$ cat src/core/durd_params.svh
`ifndef DURD_PARAMS_SVH
`define DURD_PARAMS_SVH
// register addresses (a2..a0)
`define DURD_ADDR_0        3'h0
`define DURD_ADDR_1        3'h1
`define DURD_ADDR_2        3'h2
`define DURD_ADDR_LCR      3'h3
`define DURD_ADDR_4        3'h4
`define DURD_ADDR_5        3'h5
`define DURD_ADDR_6        3'h6
`define DURD_ADDR_7        3'h7
// line control
`define DURD_LC_ENH_KEY    8'hbf
`define DURD_LC_DLAB_BIT   7
// enhanced feature
`define DURD_EF_ENH_BIT    4
// enhanced-only masks, then implemented-bit masks and zero
`define DURD_IE_ENH_MASK   8'hf0
`define DURD_IS_ENH_MASK   8'h30
`define DURD_FC_ENH_MASK   8'h30
`define DURD_MC_ENH_MASK   8'he0
`define DURD_AF_MASK       8'h07
`define DURD_DF_MASK       8'h3f
`define DURD_ZERO          8'h00
// reset values
`define DURD_RST_LC        8'h00
`define DURD_RST_MC        8'h00
`define DURD_RST_IE        8'h00
`define DURD_RST_FC        8'h00
`define DURD_RST_REG       8'h00
// identity codes, values arbitrary
`define DURD_REVISION      8'h01
`define DURD_DEVICE_ID     8'h5a
`endif

$ cat src/core/durd_pkg.sv
package durd_pkg;
  typedef enum logic [3:0] {
    DURD_SEL_NONE,
    DURD_SEL_DATA,
    DURD_SEL_DIV_LOW,
    DURD_SEL_DIV_HIGH,
    DURD_SEL_REVISION,
    DURD_SEL_DEVICE_ID,
    DURD_SEL_INT_EN,
    DURD_SEL_INT_FIFO,
    DURD_SEL_ALT_FN,
    DURD_SEL_DIV_FRAC,
    DURD_SEL_ENH_FEAT,
    DURD_SEL_STD_UPPER,
    DURD_SEL_FLOW_CHAR
  } durd_sel_t;
endpackage

$ cat src/core/durd_regs.sv
`timescale 1ns/1ns
// Functional notes
// - each channel has own registers; three address lines pick, channel select picks channel
// - address 0, divisor latch off: read receive holding, write transmit holding
// - divisor latch on, line control not 0xBF: addresses 0,1 are divisor bytes
// - divisor latch, enhanced off: address 2 is alternate function register
// - divisor latch, enhanced on: address 2 is fractional divisor register
// - divisor bytes both zero: addresses 0,1 read revision and device id
// - latch off: address 1 interrupt enable; address 2 reads status, writes fifo control
// - line control not 0xBF: addresses 3..7 line, modem control, status, scratch
// - line control 0xBF: address 2 enhanced feature, 4..7 resume and pause chars
// - upper enhanced bits are written only with enhanced enable, else read as zero
// - interrupt enable bit layout, low four standard, upper four enhanced
// - interrupt status bits 5:0 source code, bits 7:6 fifos enabled
// - fifo control: enable, rx reset, tx reset, dma, tx and rx triggers
// - line control: word length, stop, parity enable, even, forced, break, latch
// - modem control: dtr, rts, out1, out2, loopback; enhanced resume-any, infrared, prescaler
// - line status: ready, overrun, parity, framing, break, thr empty, all empty, fifo error
// - modem status: four change flags low, four current input states high
// - alternate function: concurrent write, baud-clock output, receive-ready output; 7:3 reserved
// - fractional divisor: fraction 3:0, 8x bit 4, 4x bit 5, 7:6 read zero
`include "durd_params.svh"
module durd_regs (
  input  wire logic       clk,
  input  wire logic       srst,
  // host bus, same clock domain
  input  wire logic       chan_sel,
  input  wire logic       chan_id,
  input  wire logic [2:0] addr,
  input  wire logic       rd_en,
  input  wire logic       wr_en,
  input  wire logic [7:0] wr_data,
  output logic      [7:0] rd_data,
  // receive/status side of the serial engine
  input  wire logic [7:0] rx_holding,
  input  wire logic [5:0] int_source,
  input  wire logic [7:0] line_status,
  input  wire logic [3:0] modem_delta,
  input  wire logic [3:0] modem_inputs,
  output logic            rx_read_pulse,
  output logic            line_status_read_pulse,
  output logic            modem_status_read_pulse,
  output logic            int_status_read_pulse,
  // transmit side
  output logic      [7:0] tx_holding,
  output logic            tx_write_pulse,
  // fifo control settings and the two fifo reset strobes
  output logic            fifo_enable,
  output logic            rx_fifo_reset,
  output logic            tx_fifo_reset,
  output logic            dma_mode,
  output logic      [1:0] tx_trigger,
  output logic      [1:0] rx_trigger,
  // configuration outputs
  output logic      [7:0] interrupt_enable,
  output logic      [7:0] line_control,
  output logic      [7:0] modem_control,
  output logic      [7:0] divisor_low,
  output logic      [7:0] divisor_high,
  output logic      [7:0] alternate_function,
  output logic      [7:0] divisor_fraction,
  output logic      [7:0] enhanced_feature,
  output logic      [7:0] resume_char_1,
  output logic      [7:0] resume_char_2,
  output logic      [7:0] pause_char_1,
  output logic      [7:0] pause_char_2,
  output logic      [7:0] scratch
);

  logic                dlab;
  logic                enh_key;
  logic                enh_on;
  logic                div_zero;
  logic                hit;
  logic                wr_hit;
  logic                rd_hit;
  durd_pkg::durd_sel_t sel;
  logic [7:0]          ie_mask;
  logic [7:0]          mc_mask;
  logic [7:0]          fc_mask;
  logic [7:0]          is_mask;
  logic [7:0]          fcr_q;
  logic [7:0]          next_rd_data;

  // this instance serves one channel; chan_id ties it to A or B
  assign hit     = (chan_sel == chan_id);
  assign wr_hit  = hit & wr_en;
  assign rd_hit  = hit & rd_en;
  assign dlab    = line_control[`DURD_LC_DLAB_BIT];
  assign enh_key = (line_control == `DURD_LC_ENH_KEY);
  assign enh_on  = enhanced_feature[`DURD_EF_ENH_BIT];
  assign div_zero = (divisor_low == `DURD_ZERO) && (divisor_high == `DURD_ZERO);

  // enhanced bits masked off unless enabled
  assign ie_mask = enh_on ? 8'hff : ~`DURD_IE_ENH_MASK;
  assign mc_mask = enh_on ? 8'hff : ~`DURD_MC_ENH_MASK;
  assign fc_mask = enh_on ? 8'hff : ~`DURD_FC_ENH_MASK;
  assign is_mask = enh_on ? 8'hff : ~`DURD_IS_ENH_MASK;

  // address decode; the 0xBF key outranks the divisor latch bit
  always_comb begin
    sel = durd_pkg::DURD_SEL_NONE;
    case (addr)
      `DURD_ADDR_0: begin
        if (enh_key)
          sel = durd_pkg::DURD_SEL_NONE;
        else if (!dlab)
          sel = durd_pkg::DURD_SEL_DATA;
        else
          sel = durd_pkg::DURD_SEL_DIV_LOW;
      end
      `DURD_ADDR_1: begin
        if (enh_key)
          sel = durd_pkg::DURD_SEL_NONE;
        else if (!dlab)
          sel = durd_pkg::DURD_SEL_INT_EN;
        else
          sel = durd_pkg::DURD_SEL_DIV_HIGH;
      end
      `DURD_ADDR_2: begin
        if (enh_key)
          sel = durd_pkg::DURD_SEL_ENH_FEAT;
        else if (!dlab)
          sel = durd_pkg::DURD_SEL_INT_FIFO;
        else if (enh_on)
          sel = durd_pkg::DURD_SEL_DIV_FRAC;
        else
          sel = durd_pkg::DURD_SEL_ALT_FN;
      end
      `DURD_ADDR_LCR: sel = durd_pkg::DURD_SEL_STD_UPPER;
      default: begin
        if (enh_key)
          sel = durd_pkg::DURD_SEL_FLOW_CHAR;
        else
          sel = durd_pkg::DURD_SEL_STD_UPPER;
      end
    endcase
  end

  // read mux; revision and id override divisor bytes only on reads
  always_comb begin
    next_rd_data = `DURD_ZERO;
    case (sel)
      durd_pkg::DURD_SEL_DATA:     next_rd_data = rx_holding;
      durd_pkg::DURD_SEL_DIV_LOW:
        next_rd_data = div_zero ? `DURD_REVISION : divisor_low;
      durd_pkg::DURD_SEL_DIV_HIGH:
        next_rd_data = div_zero ? `DURD_DEVICE_ID : divisor_high;
      durd_pkg::DURD_SEL_INT_EN:   next_rd_data = interrupt_enable & ie_mask;
      durd_pkg::DURD_SEL_INT_FIFO:
        next_rd_data = {fcr_q[0], fcr_q[0], int_source & is_mask[5:0]};
      durd_pkg::DURD_SEL_ALT_FN:   next_rd_data = alternate_function & `DURD_AF_MASK;
      durd_pkg::DURD_SEL_DIV_FRAC: next_rd_data = divisor_fraction & `DURD_DF_MASK;
      durd_pkg::DURD_SEL_ENH_FEAT: next_rd_data = enhanced_feature;
      durd_pkg::DURD_SEL_STD_UPPER: begin
        case (addr)
          `DURD_ADDR_LCR: next_rd_data = line_control;
          `DURD_ADDR_4:   next_rd_data = modem_control & mc_mask;
          `DURD_ADDR_5:   next_rd_data = line_status;
          `DURD_ADDR_6:   next_rd_data = {modem_inputs, modem_delta};
          default:        next_rd_data = scratch;
        endcase
      end
      durd_pkg::DURD_SEL_FLOW_CHAR: begin
        case (addr)
          `DURD_ADDR_4: next_rd_data = resume_char_1;
          `DURD_ADDR_5: next_rd_data = resume_char_2;
          `DURD_ADDR_6: next_rd_data = pause_char_1;
          default:      next_rd_data = pause_char_2;
        endcase
      end
      default: next_rd_data = `DURD_ZERO;
    endcase
  end

  always_ff @(posedge clk) begin
    if (srst)
      rd_data <= `DURD_ZERO;
    else if (rd_hit)
      rd_data <= next_rd_data;
  end

  // one write strobe per storage location; status locations get none,
  // so a host write there is dropped with no side effect
  logic                we_tx;
  logic                we_fifo;
  logic                we_line;
  logic                we_div_low;
  logic                we_div_high;
  logic                we_alt_fn;
  logic                we_div_frac;
  logic                we_int_en;
  logic                we_modem;
  logic                we_scratch;
  logic                we_enh;
  logic                we_resume_1;
  logic                we_resume_2;
  logic                we_pause_1;
  logic                we_pause_2;
  // reads that have a side effect in the engine
  logic                re_rx;
  logic                re_int_status;
  logic                re_line_status;
  logic                re_modem_status;

  assign we_tx       = wr_hit && (sel == durd_pkg::DURD_SEL_DATA);
  assign we_fifo     = wr_hit && (sel == durd_pkg::DURD_SEL_INT_FIFO);
  // address 3 stays line control under the key, else the key could never be left
  assign we_line     = wr_hit && (addr == `DURD_ADDR_LCR);
  assign we_div_low  = wr_hit && (sel == durd_pkg::DURD_SEL_DIV_LOW);
  assign we_div_high = wr_hit && (sel == durd_pkg::DURD_SEL_DIV_HIGH);
  assign we_alt_fn   = wr_hit && (sel == durd_pkg::DURD_SEL_ALT_FN);
  assign we_div_frac = wr_hit && (sel == durd_pkg::DURD_SEL_DIV_FRAC);
  assign we_int_en   = wr_hit && (sel == durd_pkg::DURD_SEL_INT_EN);
  assign we_modem    = wr_hit && (sel == durd_pkg::DURD_SEL_STD_UPPER) && (addr == `DURD_ADDR_4);
  assign we_scratch  = wr_hit && (sel == durd_pkg::DURD_SEL_STD_UPPER) && (addr == `DURD_ADDR_7);
  assign we_enh      = wr_hit && (sel == durd_pkg::DURD_SEL_ENH_FEAT);
  assign we_resume_1 = wr_hit && (sel == durd_pkg::DURD_SEL_FLOW_CHAR) && (addr == `DURD_ADDR_4);
  assign we_resume_2 = wr_hit && (sel == durd_pkg::DURD_SEL_FLOW_CHAR) && (addr == `DURD_ADDR_5);
  assign we_pause_1  = wr_hit && (sel == durd_pkg::DURD_SEL_FLOW_CHAR) && (addr == `DURD_ADDR_6);
  assign we_pause_2  = wr_hit && (sel == durd_pkg::DURD_SEL_FLOW_CHAR) && (addr == `DURD_ADDR_7);
  assign re_rx           = rd_hit && (sel == durd_pkg::DURD_SEL_DATA);
  assign re_int_status   = rd_hit && (sel == durd_pkg::DURD_SEL_INT_FIFO);
  assign re_line_status  = rd_hit && (sel == durd_pkg::DURD_SEL_STD_UPPER) && (addr == `DURD_ADDR_5);
  assign re_modem_status = rd_hit && (sel == durd_pkg::DURD_SEL_STD_UPPER) && (addr == `DURD_ADDR_6);

  // read side effects, one-cycle pulses for the engine
  always_ff @(posedge clk) begin
    if (srst) begin
      rx_read_pulse           <= 1'b0;
      line_status_read_pulse  <= 1'b0;
      modem_status_read_pulse <= 1'b0;
      int_status_read_pulse   <= 1'b0;
    end else begin
      rx_read_pulse           <= re_rx;
      int_status_read_pulse   <= re_int_status;
      line_status_read_pulse  <= re_line_status;
      modem_status_read_pulse <= re_modem_status;
    end
  end

  // transmit holding, write-only
  always_ff @(posedge clk) begin
    if (srst)
      tx_holding <= `DURD_RST_REG;
    else if (we_tx)
      tx_holding <= wr_data;
  end

  // load strobe for the engine, one cycle after the write
  always_ff @(posedge clk) begin
    if (srst)
      tx_write_pulse <= 1'b0;
    else
      tx_write_pulse <= we_tx;
  end

  // fifo control settings
  always_ff @(posedge clk) begin
    if (srst)
      fcr_q <= `DURD_RST_FC;
    else if (we_fifo)
      fcr_q <= wr_data & fc_mask;
  end

  // fifo reset bits self-clear after one cycle
  always_ff @(posedge clk) begin
    if (srst) begin
      rx_fifo_reset <= 1'b0;
      tx_fifo_reset <= 1'b0;
    end else begin
      rx_fifo_reset <= we_fifo & wr_data[1];
      tx_fifo_reset <= we_fifo & wr_data[2];
    end
  end

  assign fifo_enable = fcr_q[0];
  assign dma_mode    = fcr_q[3];
  // tx trigger needs enhanced mode; stored value already masked
  assign tx_trigger  = fcr_q[5:4] & fc_mask[5:4];
  assign rx_trigger  = fcr_q[7:6];

  // line control, always reachable at address 3, including under the key value
  always_ff @(posedge clk) begin
    if (srst)
      line_control <= `DURD_RST_LC;
    else if (we_line)
      line_control <= wr_data;
  end

  // baud divisor bytes; revision and id codes only alias them on reads
  always_ff @(posedge clk) begin
    if (srst)
      divisor_low <= `DURD_RST_REG;
    else if (we_div_low)
      divisor_low <= wr_data;
  end

  always_ff @(posedge clk) begin
    if (srst)
      divisor_high <= `DURD_RST_REG;
    else if (we_div_high)
      divisor_high <= wr_data;
  end

  // reserved and unused bits are never stored, so they read back as zero
  always_ff @(posedge clk) begin
    if (srst)
      alternate_function <= `DURD_RST_REG;
    else if (we_alt_fn)
      alternate_function <= wr_data & `DURD_AF_MASK;
  end

  always_ff @(posedge clk) begin
    if (srst)
      divisor_fraction <= `DURD_RST_REG;
    else if (we_div_frac)
      divisor_fraction <= wr_data & `DURD_DF_MASK;
  end

  // enhanced bits are dropped at write time unless enhanced mode is on
  always_ff @(posedge clk) begin
    if (srst)
      interrupt_enable <= `DURD_RST_IE;
    else if (we_int_en)
      interrupt_enable <= wr_data & ie_mask;
  end

  always_ff @(posedge clk) begin
    if (srst)
      modem_control <= `DURD_RST_MC;
    else if (we_modem)
      modem_control <= wr_data & mc_mask;
  end

  always_ff @(posedge clk) begin
    if (srst)
      scratch <= `DURD_RST_REG;
    else if (we_scratch)
      scratch <= wr_data;
  end

  // enhanced registers behind the key value
  always_ff @(posedge clk) begin
    if (srst)
      enhanced_feature <= `DURD_RST_REG;
    else if (we_enh)
      enhanced_feature <= wr_data;
  end

  always_ff @(posedge clk) begin
    if (srst)
      resume_char_1 <= `DURD_RST_REG;
    else if (we_resume_1)
      resume_char_1 <= wr_data;
  end

  always_ff @(posedge clk) begin
    if (srst)
      resume_char_2 <= `DURD_RST_REG;
    else if (we_resume_2)
      resume_char_2 <= wr_data;
  end

  always_ff @(posedge clk) begin
    if (srst)
      pause_char_1 <= `DURD_RST_REG;
    else if (we_pause_1)
      pause_char_1 <= wr_data;
  end

  always_ff @(posedge clk) begin
    if (srst)
      pause_char_2 <= `DURD_RST_REG;
    else if (we_pause_2)
      pause_char_2 <= wr_data;
  end

endmodule

$ cat config.mk
export PLATFORM = sky130hd
export DESIGN_NAME = durd_regs
export DESIGN_NICKNAME = d
export VERILOG_FILES = /design/src/core/durd_pkg.sv /design/src/core/durd_regs.sv
export VERILOG_INCLUDE_DIRS = /design/src /design/src/core
export SDC_FILE = /design/constraint.sdc
export NUM_CORES = 1
export LEC_CHECK = 0
export ABC_AREA = 1
export BUFFER_PORTS_ARGS = -buffer_cell sky130_fd_sc_hd__buf_2
export CAP_MARGIN = 10
export CORE_MARGIN = 2
export CORE_UTILIZATION = 50
export DETAILED_ROUTE_END_ITERATION = 16
export GPL_TIMING_DRIVEN = 1
export PLACE_DENSITY = 0.78
export SLEW_MARGIN = 0
export SYNTH_ARGS = -nofsm -noshare
export SYNTH_HDL_FRONTEND = slang
export SYNTH_SLANG_ARGS = --single-unit
$ cat constraint.sdc
create_clock -name clk -period 5 [get_ports clk]
set_input_delay 0.75 -clock clk [delete_from_list [all_inputs] [get_ports clk]]
set_output_delay 0.75 -clock clk [all_outputs]
set_load 0.005 [all_outputs]
==> run_results.csv, run 1 <==
group,metric,value,unit
setup_path,r2r.worst_path.cells,11,
setup_path,r2r_setup_slack,2.25,ns
timing,post-route-min-period,2.75,ns
synthesis,synth_top_area_cell,"dfxtp_1",
pwr,peakVddDrop,0.000223,V
global_route,grt_pass1_vias,5691,
hold_path,min_to,"rd_data[5]$_SDFFE_PP0P_",
synthesis,ys_types,38,
timing,tightest_slew,0.763,ns
setup_path,cpMaxStageDelayCell,"dfxtp_1",
placement,gp_congestion,0.976,
synthesis,ys_seq_area_share,43.4,%
synthesis,ys_warn_count,0,
setup_path,arrival,3.06,ns
timing,finalCritPeriodShare,54.9,%
setup_path,critPathLaunchType,"flip-flop",
placement,port_buffers,172,
synthesis,yosysMostFrequentCell,"nand2_1",
global_route,antenna_found_initial,0,
hold_path,hp-start,"rd_data[5]$_SDFFE_PP0P_",
detailed_routing,first_iter_violations,837,
flow_run,maxCapViolCount,0,
clocking,cts_tree,"done",
setup_path,r2r_start,"line_control[7]$_SDFFE_PP0P_",
die,die_x,112,um
final_layout,fillers,1048,
detailed_routing,num_vias,6481,
final_layout,area_growth,25.5,%
setup_path,worstSetupStartpoint,"line_control[7]$_SDFFE_PP0P_",
global_route,grt_start_max_net_pins,59,
die,core_area,11400,um^2
clocking,cts_buffer_depth,2,
pwr,p_sw,0.614,mW
placement,dp_hpwl,14100,um
pwr,p_int,1.92,mW
hold_path,min_path_cells,2,
detailed_routing,avgViaCountPerCell,5.68,
clocking,post-cts-setup-buffers,0,
setup_path,crit_type,"reg -> reg",
pwr,p_comb_share,7.2,%
clocking,cts_inserted_buffers,17,
die,ios,180,
pwr,pwr_density_cell,347,nW/um^2
setup_path,critPathMaxFanout,14,
global_route,grt-ovfl-total,0,
detailed_routing,drc,0,
setup_path,required,5.31,ns
synthesis,synth_top_area_share,43.4,%
synthesis,synth_edf_count,0,
synthesis,synth-seq-cells,126,
synthesis,synth_area_leaders,"dfxtp_1, o21ai_0, nand2_1",
synthesis,async_flop_share,0,%
die,die_h,112,um
die,num_rows,39,
die,start_util,51.1,%
setup_path,reg2reg_to,"modem_control[0]$_SDFFE_PP0P_",
clocking,clkTransAtPathRegs,0.06,ns
final_layout,nNetsFinal,1032,
synthesis,syn-mean-instance-area,6.98,um^2
synthesis,synth_ff_type,"dfxtp_1",
pwr,cellLeakagePower,3.42,nW
synthesis,synth.top_cells.by_count,"nand2_1, nor2_1, dfxtp_1",
setup_path,crit_family,"simple AND/OR/NAND/NOR gates",
timing,clock.fmax,0.364,GHz
pwr,switching_share,24.3,%
timing,maxSlewViolCount,0,
detailed_routing,wire_per_inst,17.9,um
setup_path,cpPeakStageDelay,0.60,ns
pwr,clock_power_share,52.2,%
final_layout,stdcell_area,7290,um^2
timing,slew_headroom,48.9,%
final_layout,antenna_cells,0,
clocking,htree_levels,4,
final_layout,drive_gt1_share,24.2,%
detailed_routing,firstDrtPassIters,6,
timing,setup_violations,0,
clocking,cts_sinks,126,
setup_path,crit_top_cell,"nand2_2",
die,die-area,12500,um^2
placement,placed_area,6660,um^2
global_route,grt_first_pass_wirelength,31100,um
detailed_routing,wirelength,20400,um
clocking,ctsResizeCount,0,
timing,hold_violations,0,
run_status,status,"finished, final reports clean",
timing,rsz0062_at_grt,"false",
final_layout,final_core_util,64.1,%
clocking,cts_root_buf,"clkbuf_16",
hold_path,hold_path_class,"reg -> reg",
timing,tns,0,ns
synthesis,synth_cells,832,
pwr,pwr-share-seq,40.6,%
setup_path,cp_cell_sequence,"nand2_2, nor2_2, nand2_2, a21oi_2, o21ai_4, nor2_4, nand2_2, nor3_4, inv_1, nor2_1, nor2_1",
global_route,track_usage,31.9,%
setup_path,worst-path-buf-inv,1,
setup_path,cp-end-kind,"flip-flop",
synthesis,syn-cell-area,5810,um^2
timing,clock_skew,0.00606,ns
clocking,cts_hold_buf,0,
clocking,clk_latency,0.42,ns
detailed_routing,final_antenna_net_count,0,
power groups by stage:
stage | sequential (mW) | clock [mW] | combinational, mW
detailed placement | 1.05 | 0 | 0.175
global placement | 1.05 | 0 | 0.174
CTS | 1.03 | 1.32 | 0.177
global route | 1.03 | 1.38 | 0.196
finish | 1.03 | 1.32 | 0.183
floorplan | 1.05 | 0 | 0.110
area by class of cell:
type                            count  area (um^2)  area share [%]
Multi-Input combinational cell    589         2780            38.2
Tap cell                          143          179            2.45
Sequential cell                   126         2520            34.6
Inverter                           75          282            3.86
Clock buffer                       19          443            6.08
Clock inverter                     13          190            2.61
Timing Repair Buffer              176          891            12.2
registers in the layout, indices dropped and copies added, names as in the netlist, 3 cells and up:
register	flops
resume_char_2	8
fcr_q	6
enhanced_feature	8
resume_char_1	8
pause_char_2	8
divisor_high	8
scratch	8
divisor_fraction	6
line_control	8
divisor_low	8
rd_data	8
interrupt_enable	8
pause_char_1	8
tx_holding	8
modem_control	8
alternate_function	3
cells by family after synthesis:
group | Yosys count | share of synthesized area, %
buffers and inverters | 123 | 9.05
other | 1 | 0.0646
AND/OR/NAND/NOR | 368 | 27.5
XOR/XNOR | 1 | 0.151
flip-flops | 126 | 43.4
AO/OA/AOI/OAI | 213 | 19.8
routing by layer:
layer | vias to the layer above | track usage [%] | wire length (um)
met5 | - | 0 | 0
met4 | 0 | 13.3 | 839
met3 | 74 | 7.89 | 2490
met2 | 435 | 49.4 | 9090
met1 | 2928 | 42.7 | 7990
li1 | 3044 | - | -
through the flow:
| step | hold WS [ns] | power [mW] | std cells | setup WS, ns |
|---|---|---|---|---|
| CTS | 0.463 | 2.52 | 1141 | 2.33 |
| floorplan | 0.454 | 1.16 | 838 | 2.87 |
| global route | 0.478 | 2.60 | 1141 | 2.10 |
| detailed placement | 0.454 | 1.22 | 1109 | 2.14 |
| global placement | 0.452 | 1.22 | 1109 | 2.19 |
| finish | 0.460 | 2.53 | 1141 | 2.25 |
cell usage in the layout, fill, tap and decap left out, drive strengths merged:
cell type / n
xor2: 1
a22o: 4
o22ai: 1
bufinv: 4
dfxtp: 126
buf: 176
clkbuf: 19
clkinvlp: 4
clkinv: 8
nand4: 31
nor3: 8
o21ai: 118
a31oi: 1
a221oi: 2
inv: 72
a21oi: 82
a211oi: 2
conb: 7
o2111ai: 1
a41oi: 1
or2: 1
nand3: 36
nor2: 143
nand2: 149
a22oi: 1
worst max path at each step:
stage	endpoint	slack (ns)	cells after the start
floorplan	divisor_fraction[2]$_SDFFE_PP0P_	2.87	11
global placement	enhanced_feature[4]$_SDFFE_PP0P_	2.19	13
detailed placement	enhanced_feature[4]$_SDFFE_PP0P_	2.14	13
CTS	modem_control[0]$_SDFFE_PP0P_	2.33	11
global route	modem_control[0]$_SDFFE_PP0P_	2.10	11
finish	modem_control[0]$_SDFFE_PP0P_	2.25	11
worst min-delay path: cells and delay by family (launching register included):
family	cells	cell delay, ns
DFF	1	0.31
and+or+nand+nor	1	0.06
AOI/OAI and AO/OA	1	0.05
Note: power is estimated with default switching activity, not from simulation.
==> run 2, diff against run 1 <==
- clock period: 5 -> 2.6 ns (I/O delays scaled with it)
==> run 2 against run 1 <==
Effect of this change: die area unchanged; clock skew grew 0.0030 ns; setup slack lost 2.0 ns; non-clock buffer count rose by 15; clock-buffer cell count is 3 higher; register-to-register slack got worse by 2.0 ns; critical path depth grew 2; wire length up 0.83%; cell count increased by 1.1%; clock power up 82%; core utilization increased by 0.75 points; first-iteration DRC count fell by 24%; critical endpoint is now modem_control[2]$_SDFFE_PP0P_; largest power group unchanged.
==> run_results.csv, run 2 (synthesis results as in run 1) <==
group,metric,value,unit
detailed_routing,num_vias,6461,
final_layout,final_common_cell,"buf_2",
timing,tightest_slew,0.729,ns
clocking,cts_buffer_depth,2,
final_layout,antenna_cells,0,
global_route,grt-ovfl-total,0,
timing,clock.fmax,0.424,GHz
detailed_routing,first_iter_violations,633,
detailed_routing,drc,0,
die,ios,180,
final_layout,drive_gt1_share,25.1,%
detailed_routing,final_antenna_net_count,0,
die,core_area,11400,um^2
pwr,peakVddDrop,0.000416,V
setup_path,arrival,2.62,ns
timing,slew_headroom,51.4,%
pwr,pwr_density_cell,643,nW/um^2
global_route,antenna_found_initial,0,
placement,dp_hpwl,14300,um
detailed_routing,avgViaCountPerCell,5.60,
detailed_routing,wirelength,20600,um
placement,place_ws,0.255,ns
die,die_x,112,um
timing,clock_skew,0.00911,ns
final_layout,fillers,1062,
timing,hold_violations,0,
pwr,cellLeakagePower,3.50,nW
setup_path,r2r_start,"line_control[6]$_SDFFE_PP0P_",
placement,port_buffers,172,
setup_path,crit_type,"reg -> reg",
die,die-area,12500,um^2
timing,timing.hold.ws,0.312,ns
setup_path,worstSetupStartpoint,"line_control[6]$_SDFFE_PP0P_",
timing,maxSlewViolCount,0,
final_layout,nNetsFinal,1047,
clocking,cts_inserted_buffers,17,
global_route,grt_first_pass_wirelength,31400,um
final_layout,most-common-layout-cells,"buf_2, nand2_1, nor2_1, dfxtp_1, o21ai_0",
final_layout,final_core_util,64.9,%
timing,setup_violations,0,
timing,rsz0062_at_grt,"false",
clocking,htree_levels,4,
flow_run,maxCapViolCount,0,
hold_path,hold_path_class,"in -> reg",
hold_path,hp-start,"wr_data[2]",
setup_path,required,2.86,ns
placement,gp_congestion,0.979,
setup_path,critPathMaxFanout,14,
clocking,cts_tree,"done",
clocking,cts_sinks,126,
timing,fin_ws,0.244,ns
setup_path,cp-end-kind,"flip-flop",
timing,finalCritPeriodShare,90.6,%
setup_path,critPathLaunchType,"flip-flop",
detailed_routing,firstDrtPassIters,5,
global_route,grt_start_max_net_pins,102,
global_route,grt_pass1_vias,5762,
placement,placed_area,6780,um^2
final_layout,area_growth,27.0,%
global_route,track_usage,32.2,%
clocking,clk_latency,0.42,ns
timing,post-route-min-period,2.36,ns
run_status,status,"finished, final reports clean",
clocking,cts_root_buf,"clkbuf_16",
clocking,clkTransAtPathRegs,0.05,ns
final_layout,stdcell_area,7370,um^2
die,die_h,112,um
die,start_util,51.1,%
timing,tns,0,ns
die,num_rows,39,
detailed_routing,wire_per_inst,17.9,um
## run 2: layout make-up
| class | instances | area [um^2] | area share (%) |
|---|---|---|---|
| clock inverters | 7 | 113 | 1.53 |
| well taps | 143 | 179 | 2.43 |
| repair buffers | 191 | 1020 | 13.8 |
| inverters | 75 | 282 | 3.82 |
| flip-flops and latches | 126 | 2520 | 34.2 |
| clock buffers | 22 | 474 | 6.43 |
| multi-input cells | 589 | 2790 | 37.8 |
## run 2: critical path, stage by stage (launching register included)
cell and delay, ns:
dfxtp_1 0.31, inv_2 0.08, nand2_1 0.05, nor2_1 0.26, nand2_2 0.17, nand2_2 0.16, nand3_2 0.11, o21ai_4 0.33
nor2_4 0.09, nand2_2 0.17, nor3_4 0.05, buf_4 0.20, o21ai_0 0.16, a21oi_1 0.06
## run 2: timing repair
item                                    in CTS  in global routing
buffers inserted                             0                  0
resized for setup                            0                  2
endpoints found under the setup margin       0                  2
hold buffers                                 0                  0
## run 2: final timing paths
check | end | slack [ns] | depth (start not counted)
setup / recovery | modem_control[2]$_SDFFE_PP0P_ | 0.24 | 13
hold / removal | divisor_low[2]$_SDFFE_PP0P_ | 0.31 | 3
setup reg to reg | modem_control[2]$_SDFFE_PP0P_ | 0.24 | 13
hold reg to reg | rd_data[1]$_SDFFE_PP0P_ | 0.46 | 2
## run 2: where the power goes
| group | total, mW | internal [mW] | switching, mW |
|---|---|---|---|
| sequential | 1.97 | 1.96 | 0.0177 |
| combinational | 0.367 | 0.110 | 0.257 |
| clock | 2.40 | 1.56 | 0.840 |
## run 2: per-layer routing
layer	up-vias	GRT usage [%]	wire length (um)
met5	-	0	0
met3	56	7.51	2320
li1	3075	-	-
met1	2922	44.0	8390
met4	0	12.7	636
met2	408	49.3	9240
## run 2: metrics by stage
stage	total power [mW]	instances
CTS	4.73	1153
floorplan	2.22	838
global route	4.87	1153
finish	4.74	1153
global placement	2.37	1124
detailed placement	2.37	1124
==> run 3, diff against run 2 <==
- PLACE_DENSITY: 0.78 -> 0.84
- clock period: 2.6 -> 2.7 ns (I/O delays scaled with it)
==> run 3 against run 2 <==
Effect of this change: register-to-register slack lost 0.02 ns; sequential share of layout area shrank 0.42 points; non-clock buffer count grew 2; core utilization grew 0.78 points; die area is the same; combinational power shrank 4%; cell count grew 0.43%; first-iteration DRC count shrank 5.1%; total power grew 3.4%; clock-buffer cell count shrank 4; clock power grew 10%; via count grew 1.3%; largest power group unchanged.
==> run_results.csv, run 3 (synthesis results as in run 1) <==
group,metric,value,unit
flow_run,maxCapViolCount,0,
detailed_routing,avgViaCountPerCell,5.65,
global_route,grt_first_pass_wirelength,32000,um
timing,clock_skew,0.00697,ns
clocking,cts_buffer_depth,2,
setup_path,r2r_start,"line_control[7]$_SDFFE_PP0P_",
timing,finalCritPeriodShare,91.7,%
final_layout,most-common-layout-cells,"buf_2, nand2_1, nor2_1, dfxtp_1, o21ai_0",
die,die_h,112,um
final_layout,final_core_util,65.6,%
setup_path,required,3.06,ns
timing,tns,0,ns
setup_path,crit_type,"reg -> reg",
setup_path,cp-end-kind,"flip-flop",
pwr,pwr_density_cell,657,nW/um^2
clocking,post-cts-setup-buffers,0,
detailed_routing,wire_per_inst,17.8,um
setup_path,cpPeakStageDelay,0.58,ns
placement,place_ws,0.320,ns
placement,port_buffers,172,
timing,post-route-min-period,2.48,ns
clocking,cts_tree,"done",
final_layout,area_growth,28.5,%
timing,fin_ws,0.225,ns
setup_path,cp_cell_sequence,"nand2_2, nor2_2, nand2_2, a21oi_2, o21ai_4, nor2_4, nand2_2, nor3_4, buf_4, o21ai_0, a21oi_1",
die,core_area,11400,um^2
final_layout,final_common_cell,"buf_2",
placement,gp_congestion,0.995,
timing,rsz0062_at_grt,"false",
timing,clock.fmax,0.404,GHz
clocking,cts_root_buf,"clkbuf_16",
setup_path,arrival,2.83,ns
setup_path,critPathLaunchType,"flip-flop",
hold_path,min_path_cells,3,
setup_path,worstSetupStartpoint,"line_control[7]$_SDFFE_PP0P_",
setup_path,r2r.worst_path.cells,11,
clocking,cts_inserted_buffers,17,
detailed_routing,first_iter_violations,601,
timing,setup_violations,0,
placement,dp_hpwl,14500,um
detailed_routing,firstDrtPassIters,6,
timing,hold_violations,0,
global_route,grt_pass1_vias,5897,
global_route,grt_start_max_net_pins,75,
clocking,clkTransAtPathRegs,0.06,ns
timing,maxSlewViolCount,0,
detailed_routing,final_antenna_net_count,0,
setup_path,cpMaxStageDelayCell,"dfxtp_1",
timing,timing.hold.ws,0.319,ns
setup_path,critPathMaxFanout,12,
pwr,peakVddDrop,0.000336,V
global_route,grt-ovfl-total,0,
pwr,cellLeakagePower,3.54,nW
hold_path,hold_path_class,"in -> reg",
run_status,status,"finished, final reports clean",
detailed_routing,num_vias,6544,
die,die_x,112,um
die,num_rows,39,
hold_path,hp-start,"wr_data[2]",
clocking,clk_latency,0.42,ns
final_layout,antenna_cells,0,
die,start_util,51.1,%
final_layout,drive_gt1_share,25.6,%
global_route,antenna_found_initial,0,
die,die-area,12500,um^2
detailed_routing,drc,0,
global_route,track_usage,32.7,%
detailed_routing,wirelength,20600,um
die,ios,180,
clocking,htree_levels,4,
final_layout,nNetsFinal,1049,
clocking,cts_sinks,126,
timing,slew_headroom,56.4,%
setup_path,crit_top_cell,"nand2_2",
timing,tightest_slew,0.653,ns
-- run 3: changes by cell type in the layout (fill, tap and decap cells not counted), moves of 2 or more --
cell | before | now
clkinv_4 | 0 | 4
clkbuf_1 | 2 | 0
buf_4 | 18 | 21
clkbuf_8 | 3 | 1
bufinv_16 | 3 | 6
-- run 3: worst paths after layout --
kind | endpoint | slack (ns)
worst max-delay path | modem_control[7]$_SDFFE_PP0P_ | 0.22
worst min register to register | rd_data[4]$_SDFFE_PP0P_ | 0.46
worst max register to register | modem_control[7]$_SDFFE_PP0P_ | 0.22
worst min-delay path | divisor_low[2]$_SDFFE_PP0P_ | 0.32
-- run 3: layout make-up --
cell class | count | area [um^2]
well taps | 143 | 179
clock inverters | 14 | 240
clock buffers | 18 | 439
repair buffers | 193 | 1020
flip-flops and latches | 126 | 2520
fillers | 1023 | 3910
inverters | 75 | 282
multi-input cells | 589 | 2780
-- run 3: routing by layer --
layer	share of wire (%)	vias up	global-route usage, %	routed length (um)
met5	0	-	0	0
met2	45	419	51.7	9310
met3	11	84	7.57	2210
li1	-	3092	-	-
met1	39	2949	42.2	8150
met4	4.7	0	15.6	972
-- run 3: report_power, final --
group          switching, mW  internal, mW
clock                  0.896          1.76
combinational          0.245         0.106
sequential            0.0169          1.88
total                   1.16          3.74
-- run 3: timing repair --
item | 4_1_cts | 5_1_grt
hold buffers | 0 | 0
endpoints found under the setup margin | 0 | 1
gates resized for setup | 0 | 0
endpoints found under the hold margin | 0 | 0
-- run 3: worst max-delay path: cells and delay by family (launching register included) --
| kind | cells | cell delay [ns] |
|---|---|---|
| flip-flops | 1 | 0.58 |
| AO/OA/AOI/OAI | 4 | 0.63 |
| AND/OR/NAND/NOR | 6 | 0.97 |
| buffers and inverters | 1 | 0.23 |
-- run 3: metrics by stage --
stage / area, um^2 / power [mW] / cells
after global routing: 7460 / 5.02 / 1158
after detailed placement: 6780 / 2.28 / 1126
final: 7460 / 4.90 / 1158
after global placement: 6780 / 2.28 / 1126
after CTS: 7460 / 4.89 / 1158
after floorplan: 5830 / 2.14 / 838
